File: src/dsz_pkg.sv
// Package of constants and carrier types for the decrement-skip-on-zero executor.
package dsz_pkg;
    // =========================================================================
    // Opcode layout
    // =========================================================================
    localparam logic [5:0] DSZ_OPC = 6'h0b;       // Upper six opcode bits 0010 11.
    localparam int DSZ_OPC_HI = 15;
    localparam int DSZ_OPC_LO = 10;
    localparam int DSZ_DEST_BIT = 9;
    localparam int DSZ_BANK_BIT = 8;
    localparam logic [7:0] DSZ_IDX_MAX = 8'h5f;   // Highest indexed literal offset.
    localparam logic [7:0] DSZ_ACC_SPLIT = 8'h60; // Access bank low/high split.
    localparam logic [3:0] DSZ_ACC_HI_BANK = 4'hf;
    localparam logic [1:0] DSZ_MAX_FLUSH = 2'h3;  // Up to three-word skipped opcode.
    localparam logic [7:0] DSZ_ONE = 8'h01;
    localparam logic [7:0] DSZ_ZERO = 8'h00;

    // =========================================================================
    // Types
    // =========================================================================
    typedef enum logic [1:0] {DSZ_Q1, DSZ_Q2, DSZ_Q3, DSZ_Q4} dsz_phase_t;

    // File register access request.
    typedef struct packed {
        logic [11:0] addr;
        logic [7:0] wdata;
        logic rd;
        logic wr;
        logic indexed;
    } dsz_file_req_t;

    // Working register write.
    typedef struct packed {
        logic [7:0] data;
        logic wr;
    } dsz_wreg_t;
endpackage : dsz_pkg

File: src/dsz_decode.sv
// Opcode decoder and address former for the decrement-skip-on-zero executor.
`timescale 1ns/10ps
`default_nettype none
module dsz_decode (
    input wire logic [15:0] opcode_i,      // Fetched instruction word.
    input wire logic [3:0] bank_ptr_i,     // Bank pointer register.
    input wire logic ext_set_i,            // Extended instruction set enabled.
    input wire logic [7:0] fsr2_base_i,    // Index base for literal offset mode.
    output logic hit_o,                    // Opcode is decrement-skip-on-zero.
    output logic dest_file_o,              // Result goes back to the file.
    output logic indexed_o,                // Indexed literal offset in use.
    output logic [11:0] addr_o             // Full file register address.
);
    import dsz_pkg::*;
    logic [7:0] f_s;
    logic bank_s;

    // =========================================================================
    // Field decode and bank selection.
    // =========================================================================
    always_comb begin
        f_s = opcode_i[7:0];
        bank_s = opcode_i[DSZ_BANK_BIT];
        hit_o = (opcode_i[DSZ_OPC_HI:DSZ_OPC_LO] == DSZ_OPC);
        dest_file_o = opcode_i[DSZ_DEST_BIT];
        indexed_o = !bank_s && ext_set_i && (f_s <= DSZ_IDX_MAX);
        if (indexed_o) begin
            addr_o = {4'h0, 8'(fsr2_base_i + f_s)};
        end else if (bank_s) begin
            addr_o = {bank_ptr_i, f_s};
        end else if (f_s < DSZ_ACC_SPLIT) begin
            addr_o = {4'h0, f_s};
        end else begin
            addr_o = {DSZ_ACC_HI_BANK, f_s};
        end
    end
endmodule : dsz_decode
`default_nettype wire

File: src/dsz_exec.sv
// Execution unit for the decrement-skip-on-zero instruction.
// Contract
// - Decode 0010 11da opcode; flags stay untouched.
// - Destination bit picks working or file register.
// - Zero result flushes already fetched next instruction.
// - Bank bit picks access bank or bank pointer.
// - Indexed offset when bank zero, extended, f<=95.
// - One cycle, two on skip, more per word.
`timescale 1ns/10ps
`default_nettype none
module dsz_exec (
    input wire logic clk_i,                       // 50 MHz phase clock.
    input wire logic rst_i,                       // Synchronous reset, active high.
    input wire logic [15:0] opcode_i,             // Instruction held for this cycle.
    input wire logic [1:0] next_words_i,          // Word count of the following opcode.
    input wire logic [3:0] bank_ptr_i,            // Bank pointer register.
    input wire logic ext_set_i,                   // Extended instruction set enabled.
    input wire logic [7:0] fsr2_base_i,           // Index base for literal offsets.
    input wire logic [7:0] file_rdata_i,          // File data read in phase two.
    output dsz_pkg::dsz_phase_t phase_o,          // Current phase.
    output dsz_pkg::dsz_file_req_t file_o,        // File register request.
    output dsz_pkg::dsz_wreg_t wreg_o,            // Working register write.
    output logic busy_o,                          // Executing or flushing.
    output logic flush_o,                         // Current cycle is a no-operation.
    output logic fetch_adv_o                      // Advance to next instruction at Q4.
);
    import dsz_pkg::*;

    logic hit_s, dest_s, idx_s;
    logic [11:0] addr_s;
    dsz_phase_t phase_q, phase_d;
    logic [1:0] flush_q, flush_d;
    logic act_q, act_d;
    logic dest_q, dest_d, idx_q, idx_d;
    logic [11:0] addr_q, addr_d;
    logic [7:0] rd_q, rd_d, res_q, res_d;
    logic [1:0] nw_q, nw_d;
    dsz_file_req_t file_q, file_d;
    dsz_wreg_t wreg_q, wreg_d;

    // =========================================================================
    // Decoder instance.
    // =========================================================================
    dsz_decode u_dec (
        .opcode_i(opcode_i),
        .bank_ptr_i(bank_ptr_i),
        .ext_set_i(ext_set_i),
        .fsr2_base_i(fsr2_base_i),
        .hit_o(hit_s),
        .dest_file_o(dest_s),
        .indexed_o(idx_s),
        .addr_o(addr_s)
    );

    // =========================================================================
    // Phase sequencing, execution and flush counting.
    // =========================================================================
    always_comb begin
        phase_d = phase_q;
        flush_d = flush_q;
        act_d = act_q;
        dest_d = dest_q;
        idx_d = idx_q;
        addr_d = addr_q;
        rd_d = rd_q;
        res_d = res_q;
        nw_d = nw_q;
        file_d = '0;
        wreg_d = '0;
        case (phase_q)
            DSZ_Q4: begin
                phase_d = DSZ_Q1;
                act_d = 1'b0;
                if (flush_q != 2'h0) begin
                    flush_d = flush_q - 2'h1;
                end else if (act_q && res_q == DSZ_ZERO) begin
                    flush_d = (nw_q == 2'h0) ? 2'h1 : nw_q;
                end
            end
            DSZ_Q1: begin
                phase_d = DSZ_Q2;
                if (flush_q == 2'h0 && hit_s) begin
                    act_d = 1'b1;
                    dest_d = dest_s;
                    idx_d = idx_s;
                    addr_d = addr_s;
                    nw_d = (next_words_i > DSZ_MAX_FLUSH) ? DSZ_MAX_FLUSH : next_words_i;
                    file_d.addr = addr_s;
                    file_d.indexed = idx_s;
                    file_d.rd = 1'b1; // Read presented for phase two.
                end
            end
            DSZ_Q2: begin
                phase_d = DSZ_Q3;
                if (act_q) begin
                    rd_d = file_rdata_i;
                end
            end
            DSZ_Q3: begin
                phase_d = DSZ_Q4;
                if (act_q) begin
                    res_d = rd_q - DSZ_ONE;
                    if (dest_q) begin
                        file_d.addr = addr_q;
                        file_d.indexed = idx_q;
                        file_d.wdata = rd_q - DSZ_ONE;
                        file_d.wr = 1'b1;
                    end else begin
                        wreg_d.data = rd_q - DSZ_ONE;
                        wreg_d.wr = 1'b1;
                    end
                end
            end
            default: begin
                phase_d = DSZ_Q1;
            end
        endcase
    end

    // Registers; no status flags are produced here.
    always_ff @(posedge clk_i) begin
        if (rst_i) begin
            phase_q <= DSZ_Q1;
            flush_q <= 2'h0;
            act_q <= 1'b0;
            dest_q <= 1'b0;
            idx_q <= 1'b0;
            addr_q <= 12'h000;
            rd_q <= 8'h00;
            res_q <= 8'h01;
            nw_q <= 2'h0;
            file_q <= '0;
            wreg_q <= '0;
        end else begin
            phase_q <= phase_d;
            flush_q <= flush_d;
            act_q <= act_d;
            dest_q <= dest_d;
            idx_q <= idx_d;
            addr_q <= addr_d;
            rd_q <= rd_d;
            res_q <= res_d;
            nw_q <= nw_d;
            file_q <= file_d;
            wreg_q <= wreg_d;
        end
    end

    // Outputs.
    assign phase_o = phase_q;
    assign file_o = file_q;
    assign wreg_o = wreg_q;
    assign flush_o = (flush_q != 2'h0);
    assign busy_o = act_q || flush_o;
    assign fetch_adv_o = (phase_q == DSZ_Q4);

    // =========================================================================
    // Assertions.
    // =========================================================================
    flush_no_access_a: assert property (@(posedge clk_i) disable iff (rst_i)
        flush_o |-> !file_o.rd && !file_o.wr && !wreg_o.wr)
        else $error("Access during flushed cycle.");

    zero_skip_a: assert property (@(posedge clk_i) disable iff (rst_i)
        (phase_q == DSZ_Q4 && act_q && flush_q == 2'h0 && res_q == DSZ_ZERO)
        |=> flush_o [*4])
        else $error("Zero result did not flush next cycle.");

    nonzero_go_a: assert property (@(posedge clk_i) disable iff (rst_i)
        (phase_q == DSZ_Q4 && act_q && flush_q == 2'h0 && res_q != DSZ_ZERO)
        |=> !flush_o)
        else $error("Nonzero result flushed.");

    two_word_a: assert property (@(posedge clk_i) disable iff (rst_i)
        (phase_q == DSZ_Q4 && act_q && flush_q == 2'h0 && res_q == DSZ_ZERO && nw_q == 2'h2)
        |=> flush_o [*8])
        else $error("Two-word skip lacks two flush cycles.");

    dest_w_a: assert property (@(posedge clk_i) disable iff (rst_i)
        (phase_q == DSZ_Q3 && act_q && !dest_q) |=> wreg_o.wr && !file_o.wr
            && wreg_o.data == $past(rd_q) - DSZ_ONE)
        else $error("Working register not written.");

    dest_f_a: assert property (@(posedge clk_i) disable iff (rst_i)
        (phase_q == DSZ_Q3 && act_q && dest_q) |=> file_o.wr && !wreg_o.wr
            && file_o.addr == $past(addr_q))
        else $error("File register not written.");

    read_q2_a: assert property (@(posedge clk_i) disable iff (rst_i)
        file_o.rd |-> phase_q == DSZ_Q2)
        else $error("Read outside phase two.");

    opcode_take_a: assert property (@(posedge clk_i) disable iff (rst_i)
        (phase_q == DSZ_Q1 && !flush_o && opcode_i[DSZ_OPC_HI:DSZ_OPC_LO] == DSZ_OPC)
        |=> act_q)
        else $error("Opcode not taken.");

    bank_pick_a: assert property (@(posedge clk_i) disable iff (rst_i)
        (phase_q == DSZ_Q1 && !flush_o && hit_s && opcode_i[DSZ_BANK_BIT])
        |=> file_o.addr[11:8] == $past(bank_ptr_i))
        else $error("Bank pointer not used.");

    index_mode_a: assert property (@(posedge clk_i) disable iff (rst_i)
        (phase_q == DSZ_Q1 && !flush_o && hit_s && !opcode_i[DSZ_BANK_BIT] && ext_set_i
            && opcode_i[7:0] <= DSZ_IDX_MAX) |=> file_o.indexed)
        else $error("Indexed mode not used.");
endmodule : dsz_exec
`default_nettype wire

File: config.mk
export PLATFORM = sky130hd
export DESIGN_NAME = dsz_exec
export DESIGN_NICKNAME = d
export VERILOG_FILES = /design/src/dsz_pkg.sv /design/src/dsz_decode.sv /design/src/dsz_exec.sv
export SDC_FILE = /design/constraint.sdc
export NUM_CORES = 1
export LEC_CHECK = 0
export ABC_AREA = 1
export BUFFER_PORTS_ARGS = -buffer_cell sky130_fd_sc_hd__buf_2
export CAP_MARGIN = 20
export CORE_MARGIN = 10
export CORE_UTILIZATION = 50
export DETAILED_ROUTE_END_ITERATION = 10
export PLACE_DENSITY = 0.76
export SYNTH_ARGS = -nofsm -noshare
export SYNTH_HDL_FRONTEND = slang
export SYNTH_SLANG_ARGS = --single-unit
File: constraint.sdc
create_clock -name clk_i -period 4 [get_ports clk_i]
set_input_delay 0.2 -clock clk_i [delete_from_list [all_inputs] [get_ports clk_i]]
set_output_delay 0.2 -clock clk_i [all_outputs]
set_load 0.02 [all_outputs]
Word level (Yosys, flattened, before mapping)
Cells that the tools add are included.

operators by class
  $lt $le $gt $ge = 3
  reduce and logical (&&, ||, !) cells = 22
  eq/ne operators = 5
  bitwise operators = 4
  muxes and demuxes = 20
  $add $sub $neg = 3

operator list
  cell                 count
  $mux 12              4
  $mux 20              2
  $pmux 12 s2          1
  $mux 2               5
  $reduce_and 2->1     5
  $add 8x8->8          1
  $le 8x7->1 const B   1
  $logic_not 8->1      1
  $lt 8x7->1 const B   1
  $pmux 2 s4           1
  $reduce_or 4->1      2
  $sub 8x1->8 const B  1
  $eq 6x4->1 const B   1
  $logic_not 2->1      3
  $reduce_bool 2->1    3
  $mux 1               5
  $eq 2x2->1 const B   2
  $logic_and 1x1->1    4
  $not 1->1            4
  $pmux 1 s2           2
  $reduce_or 3->1      1
  $eq 2x1->1 const B   1
  $gt 2x2->1 const B   1
  $ne 2x2->1 const B   1
  other kinds (4)      4

word-level totals
  word-level logic and storage cells = 73
  flip-flop bits (word level) = 69

Depth between registers and ports, before layout
  depth after elaboration = 6
  mapped depth = 12

Cells and area by module
From an unflattened synthesis, not the netlist that was laid out.

unflattened totals
  cell total of the unflattened synthesis = 396
  area, all modules = 3019.1 um^2

by module, submodules not included
  module      cells each  area each (um^2)  times used
  dsz_exec    300         2513.7            1
  dsz_decode  96          505.5             1

Worst setup path before layout
No wires, ideal clock.

  kind = input -> register
  from = input port opcode_i[0]
  to = register addr_q[4]
  buffers on the path = 0
  slack = 2.470 ns
  required time = 3.929 ns
  cell stages on the path = 11
  library setup time = 0.071 ns
  data arrival time = 1.460 ns
  cells stage by stage = ha_1 inv_1 fa_1 inv_1 nand2_1 nand2_1 nand2_1 or2_2 nand3_1 nand2_1 a21oi_1

on the way
  word-level cells in the longest chain between the ends = 3
  elaborated cells on any way between the ends = 4

ends and longest elaborated chain
  element                 RTL line          text
  start: declaration      dsz_exec.sv:14    input wire logic [15:0] opcode_i,
  $le 8x7->1              dsz_decode.sv:26  indexed_o = !bank_s && ext_set_i && (f_s <= DSZ_IDX_MAX);
  $logic_and 1x1->1       dsz_decode.sv:26
  $mux 12 *               dsz_decode.sv:27  if (indexed_o) begin
  end signal: assignment  dsz_exec.sv:140   addr_q <= addr_d;
  end: declaration        dsz_exec.sv:35    logic [11:0] addr_q, addr_d;

Every way passes the cells marked *; elsewhere a longest branch is shown, timed or not.
A chain may end at the register's enable or synchronous reset.

Worst setup path in the final report
  from = register phase_q[0] (netlist: phase_o[0])
  to = register file_q, in the netlist file_o[5]

on the way
  word-level cells in the longest chain between the ends = 3

ends and longest elaborated chain
  element                           RTL line         text
  start: declaration                dsz_exec.sv:31   dsz_phase_t phase_q, phase_d;
  start signal: assignment          dsz_exec.sv:135  phase_q <= phase_d;
  $eq 2x2->1                        dsz_exec.sv:70   case (phase_q)
  $not 1->1 (no source line)        n/a
  $reduce_or 4->1 (no source line)  n/a
  end signal: assignment            dsz_exec.sv:144  file_q <= file_d;
  end: declaration                  dsz_exec.sv:38   dsz_file_req_t file_q, file_d;

Every way passes these cells.

==> results by group <==
Layout
  • Final net count: 508
  • N_diodes: 0
  • Layout cells sized above 1: 0.219
  • Design area: 3520 um2
  • P&R area growth vs syn: 20.6%
  • Multi-input gate area: 1280 um2
  • Flip-flop and latch area: 1380 um2
  • Filler cells: 518

STA
  • TNS Setup: 0 ns
  • Final Setup Violations: 0
  • Skew final: 0.00695 ns
  • Final Hold Viols: 0
  • Worst slew pin tran: 0.642 ns
  • Rel. slew slack: 0.572
  • Slew Viols, Final: 0
  • Unrepaired setup endpoints after global routing: false
  • Final min period: 1.99 ns
  • Max frequency: 502 MHz
  • Fin crit share: 0.498

Pwr
  • VDD IR max: 0.189 mV
  • Overall power: 1.38 mW
  • PwrDens: 393 nW/um2
  • Leak pwr: 1.75 nW

Yosys
  • Number of synthesized flops with an enable pin: 0
  • Post-synthesis sequential area ratio: 0.474
  • Syn avg cell area: 7.74 um2
  • Most frequent cell after synthesis: nand2_1
  • Synth cell count leaders: 70 x nand2_1, 69 x dfxtp_1, 53 x inv_1
  • Synthesized area: 2920 um2
  • #FFs+latches synth: 69
  • Largest area contributor in the netlist: dfxtp_1
  • Yosys top cell area share: 0.474
  • Yosys warning count: 0
  • Ys async rst share: 0
  • Largest cells by area after synthesis: dfxtp_1 47%, nand2_1 9.0%, a21oi_1 8.2%
  • Post-Syn Nets: 431
  • Ys flop type: dfxtp_1
  • Cell count after synthesis: 377
  • Count of different cell masters after synthesis: 29

Worst setup path
  • Req. time, crit path: 4.28 ns
  • Crit path kind: reg2reg
  • Critical Path Start Type: flip-flop
  • Critical path capture point type: flip-flop
  • Critical Path AT: 2.28 ns
  • Critical Path Fanout Max: 14

Global routing
  • Initial antenna violation count: 0
  • Grt total ovfl: 0
  • First-pass GRT wire length: 10800 um
  • GRT Util Overall: 0.148
  • Vias in the first global route: 2512
  • Largest net degree at the start of global routing: 39

Floorplanning
  • IO Pins: 78
  • Num rows: 27
  • Die area: 9290 um2
  • Core area: 5570 um2
  • Die Span X: 96.4 um
  • Die span in y: 96.4 um
  • Initial Util: 0.523

Clock network
  • CTS resizes: 0
  • Clk root buf: clkbuf_8
  • Post-CTS Setup Bufs: 0
  • Max clock buf depth: 2
  • Total CTS buffers: 9
  • Clock sinks: 69
  • Reg clk slew, reported paths: 0.07 ns
  • CTS tree: yes
  • CTS Hold Bufs: 0
  • Worst skew pair latency: 0.33 ns
  • H-tree depth: 3

Hold path
  • Worst hold path class: in2reg

Drt
  • Vias per inst: 4.90
  • Antenna viol nets, final: 0
  • Vias: 2592
  • Iter 0 DRT Violations: 88
  • # DRC: 0
  • Drt total wl: 6640 um
  • WL per Instance: 12.6 um
  • Pre-Repair DR Iteration Count: 4

Placed design
  • Dpl cell area: 3340 um2
  • PortBufs: 77
  • GP Congestion: 0.796
  • Post-DP HPWL: 5200 um

Status
  • Run status: finished clean

Flow run
  • Maxcap violations: 0
[sequential cells by signal (all words and copies together), names as in the netlist]
register and flops:
file_o 23, addr_q 12, wreg_o 9, rd_q 8, res_q 8, flush_q 2, nw_q 2, phase_o 2
act_q 1, dest_q 1, idx_q 1
[layout by cell type, fill, tap and decap left out, drive strengths merged]
cell type and count:
inv 54, nand3 15, ha 12, nand3b 3, a21oi 48, xnor2 2
or2 3, dfxtp 69, bufinv 1, nor3 4, buf 77, a31oi 1
and2 1, nand4 4, o211ai 5, clkbuf 12, nand2 70, o21ai 28
fa 1, clkinv 1, xor2 2, nor2 43, a22oi 1
[final cells by class]
cell class	instances	area share
inverters	54	0.0576
multi-input cells	243	0.363
repair buffers	77	0.110
clock inverters	2	0.00996
clock buffers	12	0.0413
flip-flops and latches	69	0.393
well taps	72	0.0256
[cells by family (layout without fill, tap and decap cells)]
| kind of cell | count (synthesis) | count (layout) | synth area share |
|---|---|---|---|
| adders and majority gates | 13 | 13 | 0.0583 |
| xor gates and xnor gates | 4 | 4 | 0.0120 |
| DFF | 69 | 69 | 0.474 |
| AOI/OAI and AO/OA | 83 | 83 | 0.148 |
| and+or+nand+nor | 143 | 143 | 0.220 |
| buffers and inverters | 65 | 145 | 0.0884 |
[routing by layer]
metal,global-route usage,share of wire
met4,0.0847,0.024
met5,0,0
met1,0.163,0.42
met2,0.250,0.48
met3,0.0409,0.078
[path summary, 6_finish.rpt]
path | cells past startpoint | to | from | slack (ns)
max | 8 | file_o[5]$_SDFF_PP0_ | phase_o[0]$_SDFF_PP0_ | 2.01
min | 3 | nw_q[1]$_SDFFE_PP0P_ | next_words_i[1] | 0.12
max reg2reg | 8 | file_o[5]$_SDFF_PP0_ | phase_o[0]$_SDFF_PP0_ | 2.01
min reg2reg | 1 | wreg_o[0]$_SDFF_PP0_ | dest_q$_SDFFE_PP0P_ | 0.45
[worst max-delay path, cell delays in order (launching register included)]
cell and delay (ns):
dfxtp_1 0.34, inv_1 0.09, ha_1 0.18, nand2_1 0.24, nor2_2 0.52, nand2_1 0.32
inv_1 0.15, nand2_1 0.06, inv_1 0.04
[metrics by stage]
stage          hold WS [ns]  setup slack (ns)  cells   util
2_1_floorplan         0.363              2.47    377      -
3_3_place_gp          0.434              2.10    515  0.599
3_5_place_dp          0.438              2.02    515  0.599
4_1_cts               0.120              2.00    529  0.631
5_1_grt               0.148              1.71    529  0.631
6_report              0.121              2.01    529  0.631
[where the power goes]
part	total, mW	switching (mW)	internal (mW)
sequential	0.705	0.00814	0.697
clock	0.528	0.230	0.298
combinational	0.149	0.0912	0.0578
total	1.38	0.330	1.05
No activity file was read; power rests on OpenSTA's default activity.
